File: src/logic/limit_switch_pkg.sv
/*
 Constants for the end-of-travel switch monitor: parameter addresses,
 reset values, evaluation codes and mask codes.
 Assumes a 16-bit parameter port addressed by even byte address, two per word.
*/
package limit_switch_pkg;
	// ****************************************************
	// Parameter addresses
	// ****************************************************
	localparam logic [15:0] NEG_EVAL_ADDR   = 16'h061E;
	localparam logic [15:0] POS_EVAL_ADDR   = 16'h0620;
	localparam logic [15:0] TEMP_MASK_ADDR  = 16'h064A;
	localparam logic [15:0] QSTOP_REACT_ADDR = 16'h064C;
	localparam logic [15:0] STATUS_ADDR     = 16'h064E;
	// ****************************************************
	// Reset values and codes
	// ****************************************************
	localparam logic [15:0] EVAL_RESET      = 16'h0001;
	localparam logic [15:0] MASK_RESET      = 16'h0000;
	localparam logic [15:0] QSTOP_RESET     = 16'h0000;
	localparam logic [1:0]  EVAL_OFF        = 2'h0;
	localparam logic [1:0]  EVAL_NC         = 2'h1;
	localparam logic [1:0]  EVAL_NO         = 2'h2;
	localparam int          MASK_POS_BIT    = 0;
	localparam int          MASK_NEG_BIT    = 1;
	localparam logic [3:0]  ERROR_CLASS_ONE = 4'h1;
	// Status word bit positions
	localparam int ST_POS_TRIP  = 0;
	localparam int ST_NEG_TRIP  = 1;
	localparam int ST_ERROR     = 2;
	localparam int ST_QSTOP     = 3;
	localparam int ST_POS_BLOCK = 4;
	localparam int ST_NEG_BLOCK = 5;
endpackage

File: src/logic/hw_limit_switch_monitor.sv
/*
 End-of-travel switch monitor: evaluates two switch inputs, orders a
 quick stop, latches a class 1 error and blocks motion toward a tripped
 switch. Assumes a simple 16-bit parameter write/read port and
 direction request strobes from the motion core.
*/
`timescale 1ns/100ps
module hw_limit_switch_monitor
	import limit_switch_pkg::*;
(
	input  wire logic        clock,
	input  wire logic        rst,
	input  wire logic        positive_end_switch_input,
	input  wire logic        negative_end_switch_input,
	input  wire logic        pos_input_assigned,
	input  wire logic        neg_input_assigned,
	input  wire logic        power_stage_enabled,
	input  wire logic        fault_reset,
	input  wire logic        move_pos_req,
	input  wire logic        move_neg_req,
	input  wire logic        par_wr,
	input  wire logic        par_rd,
	input  wire logic [15:0] par_addr,
	input  wire logic [15:0] par_wdata,
	output logic      [15:0] par_rdata,
	output logic             par_ack,
	output logic             quick_stop,
	output logic      [15:0] quick_stop_reaction_out,
	output logic             error_flag,
	output logic      [3:0]  error_class,
	output logic             move_pos_allow,
	output logic             move_neg_allow
);
	// ****************************************************
	// Input synchronisers
	// ****************************************************
	logic pos_sync;
	logic neg_sync;

	switch_sync u_pos_sync
	(
		.clock    (clock),
		.rst      (rst),
		.raw_in   (positive_end_switch_input),
		.sync_out (pos_sync)
	);

	switch_sync u_neg_sync
	(
		.clock    (clock),
		.rst      (rst),
		.raw_in   (negative_end_switch_input),
		.sync_out (neg_sync)
	);

	// ****************************************************
	// Parameter registers
	// ****************************************************
	logic [15:0] positive_switch_eval_r;
	logic [15:0] negative_switch_eval_r;
	logic [15:0] switch_temp_mask_r;
	logic [15:0] quick_stop_reaction_r;
	logic [1:0]  pos_eval_act_r;
	logic [1:0]  neg_eval_act_r;
	logic        power_prev_r;
	logic        pos_trip_r;
	logic        neg_trip_r;
	logic        pos_block_r;
	logic        neg_block_r;

	always_ff @(posedge clock or posedge rst)
	begin
		if (rst)
		begin
			positive_switch_eval_r <= EVAL_RESET;
			negative_switch_eval_r <= EVAL_RESET;
			switch_temp_mask_r     <= MASK_RESET;
			quick_stop_reaction_r  <= QSTOP_RESET;
		end
		else if (par_wr)
		begin
			if (par_addr == POS_EVAL_ADDR && !power_stage_enabled)
				positive_switch_eval_r <= par_wdata;
			if (par_addr == NEG_EVAL_ADDR && !power_stage_enabled)
				negative_switch_eval_r <= par_wdata;
			if (par_addr == TEMP_MASK_ADDR)
				switch_temp_mask_r <= par_wdata;
			if (par_addr == QSTOP_REACT_ADDR)
				quick_stop_reaction_r <= par_wdata;
		end
	end

	// Active evaluation copies load on power stage enable
	always_ff @(posedge clock or posedge rst)
	begin
		if (rst)
		begin
			power_prev_r   <= 1'b0;
			pos_eval_act_r <= EVAL_NC;
			neg_eval_act_r <= EVAL_NC;
		end
		else
		begin
			power_prev_r <= power_stage_enabled;
			if (power_stage_enabled && !power_prev_r)
			begin
				pos_eval_act_r <= positive_switch_eval_r[1:0];
				neg_eval_act_r <= negative_switch_eval_r[1:0];
			end
		end
	end

	// ****************************************************
	// Switch evaluation
	// ****************************************************
	function automatic logic tripped(input logic [1:0] ev, input logic lvl);
		tripped = (ev == EVAL_NC) ? !lvl : (ev == EVAL_NO) ? lvl : 1'b0;
	endfunction

	logic pos_trip_now;
	logic neg_trip_now;
	logic pos_event;
	logic neg_event;
	logic toward_pos;
	logic toward_neg;

	always_comb
	begin
		pos_trip_now = pos_input_assigned
			&& tripped(pos_eval_act_r, pos_sync);
		neg_trip_now = neg_input_assigned
			&& tripped(neg_eval_act_r, neg_sync);
		pos_event = pos_trip_now
			&& !switch_temp_mask_r[MASK_POS_BIT];
		neg_event = neg_trip_now
			&& !switch_temp_mask_r[MASK_NEG_BIT];
		toward_pos = move_pos_req && pos_block_r;
		toward_neg = move_neg_req && neg_block_r;
	end

	// ****************************************************
	// Trip status registers, block and error latches
	// ****************************************************
	always_ff @(posedge clock or posedge rst)
	begin
		if (rst)
		begin
			pos_trip_r  <= 1'b0;
			neg_trip_r  <= 1'b0;
			pos_block_r <= 1'b0;
			neg_block_r <= 1'b0;
			error_flag  <= 1'b0;
			error_class <= 4'h0;
		end
		else
		begin
			pos_trip_r <= pos_event;
			neg_trip_r <= neg_event;
			if (pos_event || neg_event || toward_pos || toward_neg)
			begin
				error_flag  <= 1'b1;
				error_class <= ERROR_CLASS_ONE;
			end
			else if (fault_reset)
			begin
				error_flag  <= 1'b0;
				error_class <= 4'h0;
			end
			// Block stays until fault_reset, also after the switch releases
			pos_block_r <= pos_event || (pos_block_r && !fault_reset);
			neg_block_r <= neg_event || (neg_block_r && !fault_reset);
		end
	end

	// ****************************************************
	// Outputs
	// ****************************************************
	always_ff @(posedge clock or posedge rst)
	begin
		if (rst)
		begin
			quick_stop              <= 1'b0;
			quick_stop_reaction_out <= QSTOP_RESET;
			move_pos_allow          <= 1'b1;
			move_neg_allow          <= 1'b1;
		end
		else
		begin
			quick_stop <= pos_event || neg_event
				|| toward_pos || toward_neg;
			quick_stop_reaction_out <= quick_stop_reaction_r;
			move_pos_allow <= !(pos_event
				|| (pos_block_r && !fault_reset));
			move_neg_allow <= !(neg_event
				|| (neg_block_r && !fault_reset));
		end
	end

	// Read port
	always_ff @(posedge clock or posedge rst)
	begin
		if (rst)
		begin
			par_rdata <= 16'h0000;
			par_ack   <= 1'b0;
		end
		else
		begin
			par_ack <= par_rd || par_wr;
			par_rdata <= 16'h0000;
			if (par_rd)
			begin
				unique case (par_addr)
					POS_EVAL_ADDR:    par_rdata <= positive_switch_eval_r;
					NEG_EVAL_ADDR:    par_rdata <= negative_switch_eval_r;
					TEMP_MASK_ADDR:   par_rdata <= switch_temp_mask_r;
					QSTOP_REACT_ADDR: par_rdata <= quick_stop_reaction_r;
					STATUS_ADDR:
					begin
						par_rdata[ST_POS_TRIP]  <= pos_trip_r;
						par_rdata[ST_NEG_TRIP]  <= neg_trip_r;
						par_rdata[ST_ERROR]     <= error_flag;
						par_rdata[ST_QSTOP]     <= quick_stop;
						par_rdata[ST_POS_BLOCK] <= pos_block_r;
						par_rdata[ST_NEG_BLOCK] <= neg_block_r;
					end
					default:          par_rdata <= 16'h0000;
				endcase
			end
		end
	end
endmodule

File: src/logic/switch_sync.sv
/*
 Two-stage synchroniser for one asynchronous switch input.
 Assumes a single clock and an asynchronous active-high reset.
*/
`timescale 1ns/100ps
module switch_sync
(
	input  wire logic clock,
	input  wire logic rst,
	input  wire logic raw_in,
	output logic      sync_out
);
	logic meta_r;

	always_ff @(posedge clock or posedge rst)
	begin
		if (rst)
		begin
			// Closed-contact idle level, no false trip after reset
			meta_r   <= 1'b1;
			sync_out <= 1'b1;
		end
		else
		begin
			meta_r   <= raw_in;
			sync_out <= meta_r;
		end
	end
endmodule

File: config.mk
export PLATFORM = sky130hd
export DESIGN_NAME = hw_limit_switch_monitor
export DESIGN_NICKNAME = d
export VERILOG_FILES = /design/src/logic/limit_switch_pkg.sv /design/src/logic/hw_limit_switch_monitor.sv /design/src/logic/switch_sync.sv
export SDC_FILE = /design/constraint.sdc
export NUM_CORES = 1
export LEC_CHECK = 0
export BUFFER_PORTS_ARGS = -buffer_cell sky130_fd_sc_hd__buf_2
export CAP_MARGIN = 20
export CELL_PAD_IN_SITES_DETAIL_PLACEMENT = 1
export CELL_PAD_IN_SITES_GLOBAL_PLACEMENT = 2
export CORE_UTILIZATION = 30
export CTS_CLUSTER_DIAMETER = 60
export CTS_CLUSTER_SIZE = 28
export DETAILED_ROUTE_END_ITERATION = 7
export GPL_ROUTABILITY_DRIVEN = 0
export PLACE_DENSITY = 0.72
export SYNTH_ARGS = -nofsm -noshare
export SYNTH_HDL_FRONTEND = slang
export SYNTH_HIERARCHICAL = 1
export SYNTH_SLANG_ARGS = --single-unit
File: constraint.sdc
create_clock -name clock -period 3.5 [get_ports clock]
set_input_delay 0.35 -clock clock [delete_from_list [all_inputs] [get_ports clock]]
set_output_delay 0.35 -clock clock [all_outputs]
set_load 0.1 [all_outputs]
==> results.ini, run 1 <==
[status]
status = completed

[synth]
synthXorXnorAreaFrac_pct = 0
synthesis.area_um2 = 4870
synth_common_cells = 104 x dfrtp_1, 44 x mux2_2, 43 x nand3_1, 20 x mux2_4, 13 x a21o_1
yosysTopAreaCellShare_pct = 53.5
async_flop_share_pct = 100
synth_cell_types = 47
synth_edf_count = 0
avgSynthCellArea_um2 = 13.6
synth-compound-area-share_pct = 6.92
synth_most_common_cell = dfrtp_1
ys_seq_area_share_pct = 58.9
synth_fa_ha_area_share_pct = 0
synth_area_leaders = dfrtp_1 53%, mux2_2 10%, mux2_4 6.2%, dfstp_2 5.4%, nand3_1 4.4%
yosysWarnings = 6
post-synth-top-area-cell = dfrtp_1
synthMuxAreaShare_pct = 18.7
postSynthCellCount = 358
synth_ff_type = dfrtp_1
synth_top_family_by_area = multiplexers
ys_ff_latch = 114
synth-simple-area-share_pct = 12.4

[route]
drc = 0
via_per_inst = 4.89
final_antenna_net_count = 0
vias = 3315
drt_iter0_drc = 188
wl_per_cell_um = 19.2
wirelength_mm = 13.0
drt_first_pass_iters = 4

[sta]
fmax_mhz = 417
grt_setup_unrepaired = false
maxSlewHeadroom_pct = 31.2
skew_ns = 0.00647
final_max_slew_viol_count = 0
tightest_slew_ns = 1.03
timing.final.crit_share_pct = 68.6
setup_violations = 0
finalHoldViolCount = 0
fin_ws_ns = 1.10
fin_setup_tns_ns = 0
period_minus_slack_ns = 2.40

[global_route]
antenna_found_initial = 0
grt_max_degree = 57
grt_use_total_pct = 17.4
overflow = 0
grt_pass1_wl_mm = 20.9
grt_pass1_vias = 3598

[clocking]
clock_tree.root_cell = clkbuf_16
post_cts_buffers = 0
clk_path_buf_depth = 2
clock_sinks = 114
clkTransAtPathRegs_ns = 0.05
clkLatencyLatePin_ns = 0.42
cts_inserted_buffers = 17
cts_tree = built
h-tree-depth = 4

[pwr]
ir_worst_vdd_mv = 0.304
powerDensity_nw_per_um2 = 504
power.leakage_nw = 2.98

[critical_path]
end_kind = flop
worstRegToRegCells = 4
cp_max_fo = 16
critPathRequiredTime_ns = 3.80
cp-start-kind = primary input
worst_ep_arrival_time_ns = 2.70
critPathKind = primary input to flop

[worst_hold_path]
hp-class = primary input to flop
hold_path_depth = 1

[layout]
drive_above_1_share_pct = 44.2
area_growth_pct = 24.3
antenna-diode-count = 0
nets = 494

[floorplan]
row_count = 46
dieArea_um2 = 16700
start_util_pct = 30.6
die_w_um = 129
die_h_um = 129
core_um2 = 15900
num_io_pins = 85

[run]
max-cap-violations = 0

[place]
io_buffers = 81
dp_worst_setup_slack_ns = 0.629
hpwl_mm = 8.99

## where the power goes
group	total (mW)	leakage (nW)	switching [mW]	internal (mW)
registers	1.33	1.55	0.00146	1.33
logic	0.131	1.15	0.0982	0.0331
clock network	1.59	0.271	0.571	1.02
total	3.05	2.98	0.671	2.38
## per-stage QoR
step	instances	util (%)	hold slack (ns)	total power [mW]	instance area, um2
finish	678	38.1	0.0285	3.05	6050
global route	678	38.1	0.0156	3.15	6050
CTS	678	38.1	0.00548	3.09	6050
detailed placement	646	34.6	0.351	1.48	5500
global placement	646	34.6	0.345	1.48	5500
floorplan	360	-	0.262	1.42	4870
## sequential cells by signal, summed over array words and instances (netlist names), 2 cells and up
signal,cells
quick_stop_reaction_out,16
switch_temp_mask_r,16
quick_stop_reaction_r,16
neg_eval_act_r,2
negative_switch_eval_r,16
pos_eval_act_r,2
positive_switch_eval_r,16
par_rdata,16
## final timing paths
kind | from | slack [ns] | endpoint
setup / recovery | par_addr[0] | 1.10 | quick_stop_reaction_r[0]$_DFFE_PP0P_
min in group asynchronous | rst | 0.53 | u_pos_sync/meta_r$_DFF_PP1_
hold reg to reg | u_neg_sync/meta_r$_DFF_PP1_ | 0.36 | u_neg_sync/sync_out$_DFF_PP1_
setup reg to reg | pos_eval_act_r[0]$_DFFE_PP1P_ | 1.89 | error_class[0]$_DFFE_PP0P_
max in group asynchronous | rst | 2.00 | move_neg_allow$_DFF_PP1_
hold / removal | positive_end_switch_input | 0.03 | u_pos_sync/meta_r$_DFF_PP1_
## metal layers
metal  GRT usage (%)  vias to the layer above  part of all wire (%)
met1            22.6                     1715                    44
met5               0                        -                     0
li1                -                     1482                     -
met2            27.2                       95                    49
met3            4.58                       23                   5.6
met4            7.68                        0                   2.0
## area by class of cell
type | instances | area, um2
clock buffers | 25 | 485
clock inverters | 6 | 55.1
fillers | 1731 | 9830
inverters | 6 | 25.0
multi-input cells | 219 | 1860
flip-flops and latches | 114 | 2870
well taps | 216 | 270
repair buffers | 92 | 490
## logic make-up after synthesis
logic type | Yosys count
AND/OR/NAND/NOR | 93
other | 1
flip-flops | 114
multiplexers | 74
buffers and inverters | 27
AO/OA/AOI/OAI | 49
## cell usage in the layout (no fill, tap or decap), types with 13 or more instances in the layout
master     netlist  layout
buf_2            5      81
mux2_2          44      44
clkbuf_16        0      17
dfrtp_1        104     104
a21o_1          13      13
mux2_4          20      20
nand3_1         43      43
## worst max-delay path: stages
cell and delay, ns:
buf_2 0.12, or4_4 0.56, nor2_1 0.50, nand3_2 0.63, mux2_1 0.53
## repair_timing
item	CTS	global route
hold endpoints to repair	4	0
hold buffers	1	0
resized for setup	0	0
Power figures use the tool's default switching activity.
==> inputs of run 2 (changes only) <==
clock period = 2.3 ns   (was 3.5 ns; I/O delays follow)
==> results.ini, run 2 (synthesis gave the netlist of run 1 again) <==
[route]
drc = 0  ; unchanged
final_antenna_net_count = 0  ; unchanged
wl_per_cell_um = 19.0  ; -1.4%
via_per_inst = 4.82  ; -1.3%
wirelength_mm = 13.1  ; +0.81%
drt_iter0_drc = 214  ; +14%
drt_first_pass_iters = 5  ; +1
vias = 3343  ; +0.84%

[clocking]
clock_sinks = 114  ; unchanged
cts.repair.resized = 0  ; unchanged
clk_path_buf_depth = 2  ; unchanged
h-tree-depth = 4  ; unchanged
clkLatencyLatePin_ns = 0.42  ; about the same
clkTransAtPathRegs_ns = 0.05  ; about the same
cts_tree = built
clock_tree.root_cell = clkbuf_16
cts_inserted_buffers = 17  ; unchanged

[sta]
fin_setup_tns_ns = 0  ; unchanged
maxSlewHeadroom_pct = 60.3  ; +29 points
timing.final.crit_share_pct = 75.0
finalHoldViolCount = 0  ; unchanged
grt_setup_unrepaired = false
tightest_slew_ns = 0.596  ; -0.436 ns
setup_violations = 0  ; unchanged
period_minus_slack_ns = 1.72
fmax_mhz = 580
final_max_slew_viol_count = 0  ; unchanged
skew_ns = 0.0104  ; +0.00392 ns

[critical_path]
crit_chain = buf_2, or4_4, nor4_4, nand4_4, mux2_2
r2r_slack_ns = 0.63  ; -1.26 ns
cp.depth = 5  ; unchanged
endpoint = switch_temp_mask_r[11]$_DFFE_PP0P_
crit_family = simple AND/OR/NAND/NOR gates
worst_ep_arrival_time_ns = 2.02  ; -0.68 ns
cp_slowest_cell = or4_4
max_stage_delay_ns = 0.56  ; -0.07 ns
critPathKind = primary input to flop
critPathRequiredTime_ns = 2.59  ; -1.21 ns
end_kind = flop
crit_buf_inv = 1  ; unchanged
worstSetupStartpoint = par_addr[0]
r2r-start = pos_eval_act_r[0]$_DFFE_PP1P_
cp-start-kind = primary input
worstRegToRegCells = 4  ; unchanged
r2r-end = error_class[0]$_DFFE_PP0P_
cp_max_fo = 16  ; unchanged

[place]
io_buffers = 81  ; unchanged
hpwl_mm = 8.85  ; -1.5%

[floorplan]
core_um2 = 15900  ; unchanged
row_count = 46  ; unchanged
die_w_um = 129  ; unchanged
num_io_pins = 85  ; unchanged
start_util_pct = 30.6  ; unchanged
die_h_um = 129  ; unchanged
dieArea_um2 = 16700  ; unchanged

[layout]
nets = 507  ; +2.6%
final_cell_mix = 104 x dfrtp_1, 81 x buf_2, 44 x mux2_2, 43 x nand3_1, 20 x mux2_4
drive_above_1_share_pct = 45.4  ; +1.2 points
area_growth_pct = 27.7
final_common_cell = dfrtp_1

[global_route]
grt_pass1_vias = 3707  ; +3.0%
overflow = 0  ; unchanged
grt_pass1_wl_mm = 21.1  ; +0.63%
grt_use_total_pct = 17.6  ; +0.21 points
antenna_found_initial = 1  ; +1
grt_max_degree = 111  ; +95%

[pwr]
power.leakage_nw = 3.05  ; +2.6%
powerDensity_nw_per_um2 = 771  ; +53%
total_power_mw = 4.80  ; +57%
ir_worst_vdd_mv = 0.460  ; +51%

[run]
max-cap-violations = 0  ; unchanged

[status]
status = completed

[worst_hold_path]
hp-class = primary input to flop

## run 2: area by class of cell
| cell class | instances | area (um2) |
|---|---|---|
| diodes | 1 | 2.50 |
| clock buffers | 28 | 537 |
| clock inverters | 4 | 47.5 |
| fillers | 1723 | 9670 |
| inverters | 6 | 26.3 |
| multi-input cells | 219 | 1860 |
| flip-flops and latches | 114 | 2870 |
| well taps | 216 | 270 |
| repair buffers | 105 | 608 |
## run 2: stage by stage
stage | worst slack, ns | instance area (um2) | cells | hold WS (ns) | util (%)
floorplan | 0.449 | 4880 | 360 | 0.142 | -
global placement | 0.165 | 5590 | 656 | 0.297 | 35.2
detailed placement | 0.124 | 5590 | 656 | 0.306 | 35.2
CTS | 0.564 | 6210 | 692 | 0.0620 | 39.1
global route | 0.514 | 6220 | 693 | 0.0668 | 39.1
finish | 0.575 | 6220 | 693 | 0.0797 | 39.1
## run 2: report_power, final
| part | switching [mW] | internal (mW) | total, mW | leakage [nW] |
|---|---|---|---|---|
| combinational | 0.151 | 0.0591 | 0.210 | 1.21 |
| clock | 0.883 | 1.68 | 2.56 | 0.287 |
| sequential | 0.00215 | 2.02 | 2.02 | 1.55 |
## run 2: timing repair
action,in CTS,in global routing
endpoints found under the hold margin,7,0
buffers inserted,0,0
hold buffers,4,0
## run 2: worst min-delay path by stage
stage,from,end,cells past startpoint
3_5_place_dp,rst,u_neg_sync/meta_r$_DFF_PP1_,2
2_1_floorplan,rst,u_neg_sync/meta_r$_DFF_PP1_,1
6_report,par_wdata[14],quick_stop_reaction_r[14]$_DFFE_PP0P_,2
4_1_cts,par_wdata[14],quick_stop_reaction_r[14]$_DFFE_PP0P_,2
5_1_grt,par_wdata[14],quick_stop_reaction_r[14]$_DFFE_PP0P_,2
3_3_place_gp,rst,u_neg_sync/meta_r$_DFF_PP1_,2
## run 2: layer usage
metal  vias up  GRT usage (%)  wire length, um
met1      1728           22.9             5990
met4         0           7.96              233
li1       1507              -                -
met3        14           5.20              630
met5         -              0                0
met2        94           27.0             6290
==> inputs of run 3 (changes only) <==
ABC_AREA = 1   (was unset)
PLACE_DENSITY = 0.8   (was 0.72)
clock period = 1.54 ns   (was 2.3 ns; I/O delays follow)
==> results.ini, run 3 <==
[clocking]
post_cts_buffers = 0  ; unchanged
clkTransAtPathRegs_ns = 0.05  ; about the same
clkLatencyLatePin_ns = 0.41  ; about the same
h-tree-depth = 4  ; unchanged
clock_sinks = 114  ; unchanged
clock_tree.root_cell = clkbuf_16
clk_path_buf_depth = 2  ; unchanged
cts.repair.resized = 0  ; unchanged
cts_tree = built
cts_inserted_buffers = 17  ; unchanged

[route]
vias = 3786  ; +13%
final_antenna_net_count = 0  ; unchanged
via_per_inst = 4.53  ; -6.0%
wirelength_mm = 12.4  ; -5.5%
drt_first_pass_iters = 5  ; unchanged
wl_per_cell_um = 14.9  ; -22%
drt_iter0_drc = 238  ; +11%
drc = 0  ; unchanged

[layout]
nFillCells = 1800  ; +4.5%
fin_cells = 835  ; +20%
final_common_cell = nand2_1
fin_area_um2 = 6300  ; +1.3%
seqCellArea_um2 = 2870  ; unchanged
final_cell_mix = 141 x nand2_1, 104 x dfrtp_1, 81 x buf_2, 41 x nor2_1, 40 x inv_1
antenna-diode-count = 0  ; -1
area_growth_pct = 31.4
nets = 655  ; +29%
post-route-util_pct = 40.8  ; +1.7 points
multi_input_area_um2 = 1580  ; -15%
drive_above_1_share_pct = 31.1  ; -14 points

[pwr]
comb_power_share_pct = 6.1  ; +1.7 points
power_frac_seq_pct = 36.9  ; -5.2 points
p_int_mw = 6.49  ; +73%
powerDensity_nw_per_um2 = 1320  ; +71%
power.leakage_nw = 3.21  ; +5.1%
switchingPower_mw = 1.82  ; +76%
clock_power_share_pct = 57.0  ; +3.5 points
total_power_mw = 8.31  ; +73%
ir_worst_vdd_mv = 0.787  ; +71%
swShare_pct = 21.9  ; +0.33 points

[critical_path]
worst_ep_arrival_time_ns = 1.34  ; -0.68 ns
critPathRequiredTime_ns = 1.39  ; -1.20 ns
cp-start-kind = flop
max_stage_delay_ns = 0.52  ; -0.04 ns
critPathKind = flop to output pin
cp_max_fo = 1  ; -15
crit_buf_inv = 1  ; unchanged
cp_slowest_cell = dfstp_2
crit_chain = buf_2
crit_family = flip-flops
end_kind = output pin

[synth]
synthesis.area_um2 = 4790  ; -1.5%
postSynthCellCount = 504  ; +41%
async_flop_share_pct = 100  ; unchanged
synth_area_leaders = dfrtp_1 54%, nand2_1 11%, dfstp_2 5.5%, o21ai_2 4.9%, nand3_1 4.1%
ys_seq_area_share_pct = 59.8  ; +0.89 points
yosysWarnings = 6  ; unchanged
yosysTopAreaCellShare_pct = 54.3  ; +0.81 points
synth_ff_type = dfrtp_1
avgSynthCellArea_um2 = 9.51  ; -30%
synth_edf_count = 0  ; unchanged
post-synth-top-area-cell = dfrtp_1
synth_most_common_cell = nand2_1
ys_ff_latch = 114  ; unchanged
synth_cell_types = 24  ; -49%
synth_common_cells = 141 x nand2_1, 104 x dfrtp_1, 41 x inv_1, 41 x nor2_1, 39 x nand3_1

[global_route]
grt_pass1_wl_mm = 20.9  ; -1.1%
grt_pass1_vias = 4051  ; +9.3%
antenna_found_initial = 0  ; -1
grt_max_degree = 89  ; -20%
grt_use_total_pct = 16.7  ; -0.87 points
overflow = 0  ; unchanged

[sta]
period_minus_slack_ns = 1.50
fin_setup_tns_ns = 0  ; unchanged
fmax_mhz = 668
timing.final.crit_share_pct = 97.2
final_max_slew_viol_count = 0  ; unchanged
fin_ws_ns = 0.0436  ; -0.532 ns
grt_setup_unrepaired = false
skew_ns = 0.00554  ; -0.00485 ns
setup_violations = 0  ; unchanged
finalHoldViolCount = 0  ; unchanged
holdWs_ns = 0.0506  ; -0.0291 ns

[status]
status = completed

[floorplan]
die_w_um = 128  ; -0.74%
die_h_um = 128  ; -0.74%
row_count = 45  ; -2.2%
core_um2 = 15400  ; -2.9%
dieArea_um2 = 16500  ; -1.5%
start_util_pct = 31.1  ; +0.44 points
num_io_pins = 85  ; unchanged

[place]
io_buffers = 81  ; unchanged
hpwl_mm = 8.54  ; -3.5%
placed_cells = 796  ; +21%
dp_worst_setup_slack_ns = -0.0235  ; -0.148 ns
dpl_cell_area_um2 = 5510  ; -1.4%

[worst_hold_path]
hp-class = primary input to flop

[run]
max-cap-violations = 0  ; unchanged

run 3: cell count changes in the layout (fill, tap and decap cells not counted), sizes merged, moves of 4 or more:
cell | before | now
a21o | 13 | 0
inv | 5 | 41
a21oi | 10 | 5
nand3 | 44 | 40
o21ai | 0 | 74
nand2b | 4 | 0
clkbuf | 28 | 20
a31oi | 10 | 0
a22oi | 6 | 0
mux2 | 74 | 2
nor2 | 8 | 50
nand2 | 10 | 147
bufinv | 1 | 7
o21a | 7 | 0
run 3: cells by family after synthesis:
logic type | after synthesis | share of synthesized area, %
and+or+nand+nor | 241 | 21.6
muxes | 2 | 0.470
DFF | 114 | 59.8
buffers and inverters | 66 | 7.54
other | 1 | 0.0782
AOI/OAI and AO/OA | 80 | 10.5
run 3: final timing paths:
check	start	endpoint	slack (ns)	cells after the start
setup / recovery	move_neg_allow$_DFF_PP1_	move_neg_allow	0.04	1
hold / removal	par_wdata[0]	positive_switch_eval_r[0]$_DFFE_PP1P_	0.05	3
setup reg to reg	u_pos_sync/sync_out$_DFF_PP1_	error_class[0]$_DFFE_PP0P_	0.27	6
hold reg to reg	u_neg_sync/meta_r$_DFF_PP1_	u_neg_sync/sync_out$_DFF_PP1_	0.35	0
max in group asynchronous	rst	positive_switch_eval_r[8]$_DFFE_PP0P_	0.72	4
min in group asynchronous	rst	u_pos_sync/meta_r$_DFF_PP1_	0.34	3
run 3: power groups by stage:
stage	Clock [mW]	Sequential [mW]	Combinational, mW
2_1_floorplan	0	3.25	0.222
6_report	4.74	3.07	0.506
3_5_place_dp	0	3.12	0.501
3_3_place_gp	0	3.12	0.493
4_1_cts	4.82	3.07	0.516
5_1_grt	4.95	3.07	0.549
run 3: what timing repair did:
item,in CTS,in global routing
endpoints found under the hold margin,114,0
hold buffers,7,0
setup endpoints to repair,0,0
run 3: layout make-up:
| type | instances | share of cell area [%] |
|---|---|---|
| Multi-Input combinational cell | 326 | 25.0 |
| Clock buffer | 20 | 7.41 |
| Tap cell | 211 | 4.19 |
| Sequential cell | 114 | 45.5 |
| Clock inverter | 12 | 3.97 |
| Inverter | 42 | 2.58 |
| Timing Repair Buffer | 110 | 11.4 |
run 3: worst reg2reg max path, delay by kind of cell, from the launching register on:
kind	cells	cell delay (ns)
AO/OA/AOI/OAI	1	0.18
buffers and inverters	1	0.04
flip-flops	1	0.51
AND/OR/NAND/NOR	4	0.42
run 3: per-layer routing:
metal  GRT usage [%]  part of all wire (%)  up-vias
li1                -                     -     1808
met1            21.1                    44     1868
met4            7.13                   2.0        0
met3            4.16                   4.2       18
met2            27.2                    49       92
met5               0                     0        -
